$ cat src/pps_defs.svh
`ifndef PPS_DEFS_SVH
`define PPS_DEFS_SVH
`define PPS_CLK_MHZ 200
`define PPS_MS_US 1000
`define PPS_MS_CYC (`PPS_MS_US * `PPS_CLK_MHZ)
`define PPS_GATE_SHORT_MS 7'h0A
`define PPS_GATE_LONG_MS 7'h64
`define PPS_RES_STD 13
`define PPS_RES_MAX 16
`define PPS_FIFO_DEPTH 4
`define PPS_SYNC_W 8
`define PPS_CYCLE_RST 16'h0000
`define PPS_NODE_DEF 7'h01
`define PPS_BAUD_20K 3'h0
`define PPS_BAUD_50K 3'h1
`define PPS_BAUD_125K 3'h2
`define PPS_BAUD_250K 3'h3
`define PPS_BAUD_500K 3'h4
`define PPS_BAUD_800K 3'h5
`define PPS_BAUD_1M 3'h6
`define PPS_LEN_POS 3'h2
`define PPS_LEN_SPD 3'h4
`define PPS_STRAP_WAIT 2'h3
`endif

$ cat src/pps_pkg.sv
package pps_pkg;
    typedef enum logic [1:0] {
        pps_poll = 2'b00,
        pps_cyclic = 2'b01,
        pps_sync_cyc = 2'b10,
        pps_sync_acyc = 2'b11
    } pps_mode_e;
endpackage

$ cat src/pps_fifo.sv
`timescale 1ns/10ps
`default_nettype none
module pps_fifo #(
    parameter int WIDTH = 35,
    parameter int DEPTH = 4
) (
    input wire logic core_clk,
    input wire logic nrst,
    input wire logic in_valid,
    output logic in_ready,
    input wire logic [WIDTH-1:0] in_data,
    output logic out_valid,
    input wire logic out_ready,
    output logic [WIDTH-1:0] out_data
);
    localparam int CW = $clog2(DEPTH + 1);
    logic [WIDTH-1:0] mem [DEPTH];
    logic [CW-1:0] cnt_r;
    logic [CW-1:0] wr_idx;
    logic push;
    logic pop;

    if (DEPTH < 2 || WIDTH < 1) begin : g_bad
        $error("pps_fifo: unsupported depth or width");
    end

    // Head slot is a flop so the output needs no read mux
    assign in_ready = (cnt_r != CW'(DEPTH));
    assign push = in_valid && in_ready;
    assign pop = out_valid && out_ready;
    assign wr_idx = cnt_r - CW'(pop);
    assign out_data = mem[0];

    always_ff @(posedge core_clk or negedge nrst) begin
        if (!nrst) begin
            cnt_r <= '0;
            out_valid <= 1'b0;
        end else begin
            cnt_r <= cnt_r + CW'(push) - CW'(pop);
            out_valid <= (cnt_r + CW'(push) - CW'(pop)) != '0;
        end
    end

    always_ff @(posedge core_clk or negedge nrst) begin
        if (!nrst) begin
            for (int i = 0; i < DEPTH; i++) begin
                mem[i] <= '0;
            end
        end else begin
            for (int i = 0; i < DEPTH; i++) begin
                if (push && i == int'(wr_idx)) begin
                    mem[i] <= in_data;
                end else if (pop && i < DEPTH - 1) begin
                    mem[i] <= mem[(i + 1) % DEPTH];
                end
            end
        end
    end
endmodule
`default_nettype wire

$ cat src/pps_scheduler.sv
// Overview of operation
// Polling mode sends a position frame only on a remote request.
// Cyclic mode sends periodically, period programmable 1 ms to 65536 ms.
// Synchronous-cyclic mode sends on sync messages.
// Sync counter holds off until N syncs, sends on the last, restarts.
// Synchronous-acyclic mode sends on sync only if position changed since last frame.
// Configuration write selects one of the four transmission modes.
// Enable bit turns on speed measurement and speed in frame.
// Gate bit selects 10 ms (0) or 100 ms (1) speed gate.
// Speed is 16-bit position change over the gate, independent of resolution.
// Each new speed value is published to the process-data path.
// Without speed, payload is two bytes of position, LSB first.
// With speed, payload is four bytes: position then speed.
// Speed sits in bytes 2 and 3, LSB first.
// Position resolution defaults to 13 bits, options up to 16.
// Node address 1 to 127, default 1, from switches or layer service.
// Layer service bit rates 20 to 1000 kbit/s, default 20.
// Switch bit rates limited to 20, 125, 500 and 1000 kbit/s.
// Storage fault and checksum fault are flagged as alarms.
// Cycle timer restarts on entering cyclic mode or rewriting its period.
`timescale 1ns/10ps
`default_nettype none
`include "pps_defs.svh"
module pps_scheduler #(
    parameter int MS_CYCLES = `PPS_MS_CYC,
    parameter int RES_BITS = `PPS_RES_STD,
    parameter int FIFO_DEPTH = `PPS_FIFO_DEPTH,
    parameter int SYNC_W = `PPS_SYNC_W
) (
    input wire logic core_clk,
    input wire logic nrst,
    input wire logic cfg_wr,
    input var pps_pkg::pps_mode_e cfg_mode,
    input wire logic [15:0] cfg_cycle_ms,
    input wire logic [SYNC_W-1:0] cfg_sync_n,
    input wire logic cfg_speed_en,
    input wire logic cfg_gate_long,
    input wire logic rtr_req,
    input wire logic sync_msg,
    input wire logic [15:0] pos_raw,
    input wire logic lss_node_wr,
    input wire logic [6:0] lss_node_id,
    input wire logic lss_baud_wr,
    input wire logic [2:0] lss_baud_sel,
    input wire logic [5:0] sw_node_id,
    input wire logic [1:0] sw_baud,
    input wire logic nvm_fault_pin,
    input wire logic crc_fault_pin,
    input wire logic alarm_clr,
    input wire logic tx_ready,
    output logic tx_valid,
    output logic [31:0] tx_data,
    output logic [2:0] tx_len,
    output logic tx_drop,
    output logic [15:0] speed_val,
    output logic speed_upd,
    output logic [6:0] node_id,
    output logic [2:0] baud_code,
    output logic alarm_nvm,
    output logic alarm_crc
);
    import pps_pkg::*;
    localparam int PW = $clog2(MS_CYCLES);
    if (RES_BITS < `PPS_RES_STD || RES_BITS > `PPS_RES_MAX || MS_CYCLES < 2 ||
        FIFO_DEPTH < 2 || SYNC_W < 1 || SYNC_W > 16) begin : g_bad
        $error("pps_scheduler: unsupported parameter");
    end
    pps_mode_e mode_r;
    logic [15:0] cycle_r;
    logic [SYNC_W-1:0] syncn_r;
    logic speed_en_r, gate_long_r;
    // mode select write
    always_ff @(posedge core_clk or negedge nrst) begin
        if (!nrst) begin
            mode_r <= pps_poll;
            cycle_r <= `PPS_CYCLE_RST;
            syncn_r <= SYNC_W'(1);
            speed_en_r <= 1'b0;
            gate_long_r <= 1'b0;
        end else if (cfg_wr) begin
            mode_r <= cfg_mode;
            cycle_r <= cfg_cycle_ms;
            syncn_r <= cfg_sync_n;
            // speed enable bit
            speed_en_r <= cfg_speed_en;
            // gate select bit
            gate_long_r <= cfg_gate_long;
        end
    end
    // scale 16-bit raw angle to resolution
    logic [15:0] pos_cur;
    assign pos_cur = 16'(pos_raw >> (16 - RES_BITS));
    // Cycle timer, own prescaler so the first period is never short
    logic [PW-1:0] cyc_pre_r;
    logic [15:0] cyc_cnt_r;
    logic cyc_tick, cyc_run, fire_cyc;
    assign cyc_run = (mode_r == pps_cyclic) && !cfg_wr;
    assign cyc_tick = (cyc_pre_r == PW'(MS_CYCLES - 1));
    // period of cycle_r plus one ms
    assign fire_cyc = cyc_run && cyc_tick && (cyc_cnt_r == cycle_r);
    // restart timer on write or mode entry
    always_ff @(posedge core_clk or negedge nrst) begin
        if (!nrst) begin
            cyc_pre_r <= '0;
            cyc_cnt_r <= 16'h0000;
        end else if (!cyc_run) begin
            cyc_pre_r <= '0;
            cyc_cnt_r <= 16'h0000;
        end else if (cyc_tick) begin
            cyc_pre_r <= '0;
            cyc_cnt_r <= fire_cyc ? 16'h0000 : cyc_cnt_r + 16'h0001;
        end else begin
            cyc_pre_r <= cyc_pre_r + PW'(1);
        end
    end
    // Sync counter
    logic [SYNC_W-1:0] sync_cnt_r;
    logic [SYNC_W:0] sync_next, syncn_eff;
    logic sync_hit, in_sync_cyc;
    assign in_sync_cyc = (mode_r == pps_sync_cyc);
    assign sync_next = {1'b0, sync_cnt_r} + (SYNC_W + 1)'(1);
    assign syncn_eff = (syncn_r == '0) ? (SYNC_W + 1)'(1) : {1'b0, syncn_r};
    assign sync_hit = sync_next >= syncn_eff;
    // count syncs, restart after the send
    always_ff @(posedge core_clk or negedge nrst) begin
        if (!nrst) begin
            sync_cnt_r <= '0;
        end else if (!in_sync_cyc || cfg_wr) begin
            sync_cnt_r <= '0;
        end else if (sync_msg) begin
            sync_cnt_r <= sync_hit ? '0 : sync_next[SYNC_W-1:0];
        end
    end
    logic [15:0] last_pos_r;
    logic fire_poll, fire_sync, fire_acyc, send, push_ok, fifo_in_ready;
    // remote request in polling mode
    assign fire_poll = (mode_r == pps_poll) && rtr_req;
    // sync message in synchronous-cyclic mode
    assign fire_sync = in_sync_cyc && sync_msg && sync_hit;
    // send on sync only on a changed position
    assign fire_acyc = (mode_r == pps_sync_acyc) && sync_msg && (pos_cur != last_pos_r);
    assign send = fire_poll || fire_cyc || fire_sync || fire_acyc;
    assign push_ok = send && fifo_in_ready;
    // Speed gate; separate prescaler keeps gate phase apart from the cycle timer
    logic [PW-1:0] spd_pre_r;
    logic [6:0] spd_ms_r, gate_ms;
    logic [15:0] spd_last_r;
    logic spd_tick, gate_end, spd_run;
    assign spd_run = speed_en_r && !cfg_wr;
    assign gate_ms = gate_long_r ? `PPS_GATE_LONG_MS : `PPS_GATE_SHORT_MS;
    assign spd_tick = (spd_pre_r == PW'(MS_CYCLES - 1));
    assign gate_end = spd_run && spd_tick && (spd_ms_r == gate_ms - 7'h01);
    always_ff @(posedge core_clk or negedge nrst) begin
        if (!nrst) begin
            spd_pre_r <= '0;
            spd_ms_r <= 7'h00;
        end else if (!spd_run) begin
            spd_pre_r <= '0;
            spd_ms_r <= 7'h00;
        end else if (spd_tick) begin
            spd_pre_r <= '0;
            spd_ms_r <= gate_end ? 7'h00 : spd_ms_r + 7'h01;
        end else begin
            spd_pre_r <= spd_pre_r + PW'(1);
        end
    end
    // full 16-bit difference, wraps through zero angle
    always_ff @(posedge core_clk or negedge nrst) begin
        if (!nrst) begin
            spd_last_r <= 16'h0000;
            speed_val <= 16'h0000;
            speed_upd <= 1'b0;
        end else begin
            speed_upd <= gate_end;
            if (!spd_run) begin
                spd_last_r <= pos_raw;
            end else if (gate_end) begin
                spd_last_r <= pos_raw;
                // publish new speed value
                speed_val <= pos_raw - spd_last_r;
            end
        end
    end
    // Frame build
    logic [31:0] frame_data;
    logic [2:0] frame_len;
    // position in bytes 0 and 1, LSB in byte 0
    // four-byte payload with speed
    // speed in bytes 2 and 3
    assign frame_data = speed_en_r ? {speed_val, pos_cur} : {16'h0000, pos_cur};
    assign frame_len = speed_en_r ? `PPS_LEN_SPD : `PPS_LEN_POS;
    // A full queue drops the frame rather than stalling the trigger sources
    always_ff @(posedge core_clk or negedge nrst) begin
        if (!nrst) begin
            last_pos_r <= 16'h0000;
            tx_drop <= 1'b0;
        end else begin
            tx_drop <= send && !fifo_in_ready;
            if (push_ok) begin
                last_pos_r <= pos_cur;
            end
        end
    end
    pps_fifo #(
        .WIDTH(35),
        .DEPTH(FIFO_DEPTH)
    ) u_fifo (
        .core_clk(core_clk),
        .nrst(nrst),
        .in_valid(send),
        .in_ready(fifo_in_ready),
        .in_data({frame_len, frame_data}),
        .out_valid(tx_valid),
        .out_ready(tx_ready),
        .out_data({tx_len, tx_data})
    );
    // Pin synchronisers
    logic [5:0] sw_node_m, sw_node_s;
    logic [1:0] sw_baud_m, sw_baud_s, flt_m, flt_s;
    always_ff @(posedge core_clk or negedge nrst) begin
        if (!nrst) begin
            sw_node_m <= 6'h00;
            sw_node_s <= 6'h00;
            sw_baud_m <= 2'h0;
            sw_baud_s <= 2'h0;
            flt_m <= 2'h0;
            flt_s <= 2'h0;
        end else begin
            sw_node_m <= sw_node_id;
            sw_node_s <= sw_node_m;
            sw_baud_m <= sw_baud;
            sw_baud_s <= sw_baud_m;
            flt_m <= {crc_fault_pin, nvm_fault_pin};
            flt_s <= flt_m;
        end
    end
    // switch rates map onto four of the service rates
    function automatic logic [2:0] sw_rate(input logic [1:0] sel);
        case (sel)
            2'h0: sw_rate = `PPS_BAUD_20K;
            2'h1: sw_rate = `PPS_BAUD_125K;
            2'h2: sw_rate = `PPS_BAUD_500K;
            2'h3: sw_rate = `PPS_BAUD_1M;
            default: sw_rate = `PPS_BAUD_20K;
        endcase
    endfunction
    // Switches are read once, after the synchronisers have filled
    logic [1:0] strap_cnt_r;
    logic strap_done_r;
    always_ff @(posedge core_clk or negedge nrst) begin
        if (!nrst) begin
            strap_cnt_r <= 2'h0;
            strap_done_r <= 1'b0;
            node_id <= `PPS_NODE_DEF;
            baud_code <= `PPS_BAUD_20K;
        end else begin
            if (strap_cnt_r != `PPS_STRAP_WAIT) begin
                strap_cnt_r <= strap_cnt_r + 2'h1;
            end
            if (!strap_done_r && strap_cnt_r == `PPS_STRAP_WAIT) begin
                strap_done_r <= 1'b1;
                // zero on the switches keeps the default
                node_id <= (sw_node_s == 6'h00) ? `PPS_NODE_DEF : {1'b0, sw_node_s};
                baud_code <= sw_rate(sw_baud_s);
            end else begin
                // service address accepted only in range
                if (lss_node_wr && lss_node_id != 7'h00) begin
                    node_id <= lss_node_id;
                end
                // service rate codes above 1 Mbit/s refused
                if (lss_baud_wr && lss_baud_sel <= `PPS_BAUD_1M) begin
                    baud_code <= lss_baud_sel;
                end
            end
        end
    end
    // sticky alarms, a new fault beats the clear
    always_ff @(posedge core_clk or negedge nrst) begin
        if (!nrst) begin
            alarm_nvm <= 1'b0;
            alarm_crc <= 1'b0;
        end else begin
            alarm_nvm <= flt_s[0] || (alarm_nvm && !alarm_clr);
            alarm_crc <= flt_s[1] || (alarm_crc && !alarm_clr);
        end
    end
    // Checking helpers
    logic [47:0] cyc_gap_r;
    logic [31:0] spd_gap_r;
    always_ff @(posedge core_clk or negedge nrst) begin
        if (!nrst) begin
            cyc_gap_r <= 48'h0;
            spd_gap_r <= 32'h0;
        end else begin
            cyc_gap_r <= (!cyc_run || fire_cyc) ? 48'h0 : cyc_gap_r + 48'h1;
            spd_gap_r <= (!spd_run || gate_end) ? 32'h0 : spd_gap_r + 32'h1;
        end
    end
endmodule
`default_nettype wire

$ cat config.mk
export PLATFORM = sky130hd
export DESIGN_NAME = pps_scheduler
export DESIGN_NICKNAME = d
export VERILOG_FILES = /design/src/pps_pkg.sv /design/src/pps_fifo.sv /design/src/pps_scheduler.sv
export VERILOG_INCLUDE_DIRS = /design/src /design/src/src
export SDC_FILE = /design/constraint.sdc
export NUM_CORES = 1
export LEC_CHECK = 0
export CORE_MARGIN = 2
export CORE_UTILIZATION = 55
export CTS_CLUSTER_DIAMETER = 100
export DETAILED_ROUTE_END_ITERATION = 12
export DONT_BUFFER_PORTS = 1
export PLACE_DENSITY = 0.76
export SYNTH_ARGS = -nofsm -noshare
export SYNTH_HDL_FRONTEND = slang
export SYNTH_HIERARCHICAL = 1
export SYNTH_SLANG_ARGS = --single-unit
$ cat constraint.sdc
create_clock -name core_clk -period 11.77 [get_ports core_clk]
set_input_delay 1.177 -clock core_clk [delete_from_list [all_inputs] [get_ports core_clk]]
set_output_delay 1.177 -clock core_clk [all_outputs]
set_load 0.01 [all_outputs]
==> reports/metrics.yaml <==
timing:
  report.final.slew_viol_count: 0
  holdWs_ns: 0.343
  clock.fmax_mhz: 232
  slew_headroom: 0.333
  setup_viol: 0
  final.period_utilization: 0.366
  worstMarginPinSlew_ns: 1.00
  fin_tns_setup_ns: 0
  skew_ns: 0.0289
  period_needed_ns: 4.31
  rsz0062_at_grt: "false"
  finalHoldViolations: 0
clock_tree:
  h-tree-depth: 2
  cts_setup_buffers: 0
  ctsHoldBuffers: 0
  clk_latency_ns: 0.53
  numCtsBuffers: 35
  ctsResizeCount: 0
  clockBufferDepth: 3
  cts.sinks: 321
  cts.clk_slew.worst_paths_ns: 0.06
  cts_root_buffer: "clkbuf_16"
  cts_tree: "done"
setup_path:
  crit_chain: "nand2_4, buf_4, inv_2, ha_1, ha_1, o211a_4, o2111ai_4, buf_4, mux2_2"
  worstSetupStartpointType: "input pin"
  critical_path_buf_inv_count: 3
  arrival_ns: 4.70
  cpPeakStageDelay_ns: 0.74
  cp_max_fo: 72
  cp_slowest_cell: "buf_4"
  setup.worst_path.end_class: "register"
  critPathKind: "in -> reg"
  required_ns: 12.16
  critical_path.top_delay_family: "buffers and inverters"
synthesis:
  synth_compound_area_frac: 0.0490
  ys.flop_type: "dfrtp_1"
  synth_adder_area_share: 0.0284
  synth-async-reset-ratio: 1.00
  synth_area_per_cell_um2: 12.2
  synth.most_common_cell: "dfrtp_1"
  netlist_area_mm2: 0.0159
  synthTopCellsByCount: "dfrtp_1 (319), mux2_2 (233), nand2_1 (102)"
  ys_seq_area_frac: 0.505
  netlist_instances: 1303
  synth_top_family_by_area: "multiplexers"
  yosysTopAreaCell: "dfrtp_1"
  muxShareOfSynthArea: 0.228
  yosysWarnings: 6
  synth_xor_area_frac: 0.0490
  ys_ff_latch: 321
  synth-edff-count: 0
  synth_top_area_share: 0.501
  yosys-top-cells-area: "dfrtp_1 (50%), mux2_2 (16%), mux2_4 (5.8%)"
  synth.distinct_cells: 59
  synth-simple-area-share: 0.0962
layout:
  finalNetCount: 1390
  drive_gt1_frac: 0.283
  area_growth_pct: 7.13
route:
  wl_per_cell_um: 17.8
  drt_pre_antenna_iters: 4
  drt-initial-drc-count: 515
  vias: 9433
  ant_nets: 0
  via_per_inst: 5.58
  routed_wl_um: 30100
  drc: 0
run:
  maxCapViolations: 0
floorplanning:
  fp.dieW_um: 174
  coreArea_mm2: 0.0286
  rows: 62
  start_util: 0.556
  io_pins: 139
  fp.dieH_um: 174
  die_area_mm2: 0.0303
global_route:
  grt_max_degree: 322
  overflow: 0
  antenna_found_initial: 2
  grt_pass1_wl_um: 50300
  grtUsageTotal: 0.203
  grt_pass1_vias: 9898
pwr:
  p_leak_nw: 7.97
  finalPower_mw: 3.05
  p_per_area_mw_per_mm2: 179
  vdd_drop_max_uv: 106
place:
  dp_hpwl_um: 19400
  port_buffers: 0
  place.gp.congestion: 0.813
worst_hold_path:
  worstHoldPathType: "reg -> reg"
outcome:
  status: "finished clean"
registers in the layout, summed over array words and instances, names as in the netlist, 6 cells and up:
register         cells
spd_pre_r           18
u_fifo/out_data     35
sync_cnt_r           8
spd_last_r          16
u_fifo/mem         105
cycle_r             16
cyc_pre_r           18
last_pos_r          13
node_id              7
cyc_cnt_r           16
spd_ms_r             7
sw_node_m            6
speed_val           16
syncn_r              8
sw_node_s            6
cells in the final DEF, fill, tap and decap left out, drive strengths merged, types with 17 or more instances in the layout:
| master | n |
|---|---|
| nand2b | 17 |
| o21ai | 70 |
| ha | 33 |
| a21oi | 17 |
| dfrtp | 319 |
| and3 | 17 |
| inv | 44 |
| xnor2 | 37 |
| nand2 | 102 |
| nor2 | 72 |
| xor2 | 52 |
| clkbuf | 54 |
| mux2 | 294 |
| nand3 | 27 |
area by class of cell:
class	count	area [um2]
multi-input combinational	875	7250
timing repair buffer	6	45.0
inverter	43	161
tap	384	480
fill	2284	11600
antenna	1	2.50
clock inverter	6	47.5
clock buffer	54	1040
sequential	321	8040
cell families after synthesis:
family,count (synthesis)
buf+inv,122
mux,303
xor+xnor,89
flops,321
other cells,1
simple gates,313
fa+ha+maj,35
compound gates,119
stage by stage:
stage / std cells / worst slack, ns / area (um2) / util
after floorplan: 1318 / 7.68 / 16000 / -
after global placement: 1629 / 6.99 / 16000 / 0.558
after detailed placement: 1629 / 6.94 / 16000 / 0.558
after CTS: 1689 / 7.45 / 17100 / 0.596
after global routing: 1689 / 7.27 / 17100 / 0.596
final: 1690 / 7.46 / 17100 / 0.596
worst register-to-register path, cell delays in order, from the launching register on:
cell       delay (ns)
dfrtp_1          0.43
ha_1             0.23
nand2_1          0.06
or2_2            0.29
xnor2_1          0.22
ha_1             0.28
nor2b_1          0.13
o21ai_0          0.14
o2111ai_1        0.20
a311oi_2         0.40
inv_1            0.27
nand2_1          0.12
ha_1             0.12
inv_1            0.05
ha_1             0.18
fa_1             0.38
xor2_1           0.18
xnor2_1          0.14
or3_1            0.32
power breakdown:
part,total [mW],leakage (nW),switching [mW],internal (mW)
Sequential,1.43,4.12,0.136,1.29
Clock,1.03,0.530,0.427,0.608
Combinational,0.594,3.32,0.233,0.361
Total,3.05,7.97,0.796,2.26
per-layer routing:
metal,vias to the layer above,track usage,part of all wire
met1,4758,0.271,0.44
li1,4437,-,-
met5,-,0,0.00043
met3,52,0.0462,0.062
met4,2,0.0550,0.020
met2,184,0.337,0.48
final timing paths:
path | startpoint | end | slack, ns | cells past startpoint
setup / recovery | tx_ready | u_fifo/out_data[12] | 7.46 | 9
setup reg to reg | sync_cnt_r[0] | u_fifo/out_valid | 7.53 | 18
min in group asynchronous | nrst | flt_m[0] | 0.35 | 0
max in group asynchronous | nrst | sync_cnt_r[1] | 10.79 | 0
hold / removal | sw_node_m[4] | sw_node_s[4] | 0.34 | 0
hold reg to reg | sw_node_m[4] | sw_node_s[4] | 0.34 | 0
Note: power is estimated with default switching activity, not from simulation.
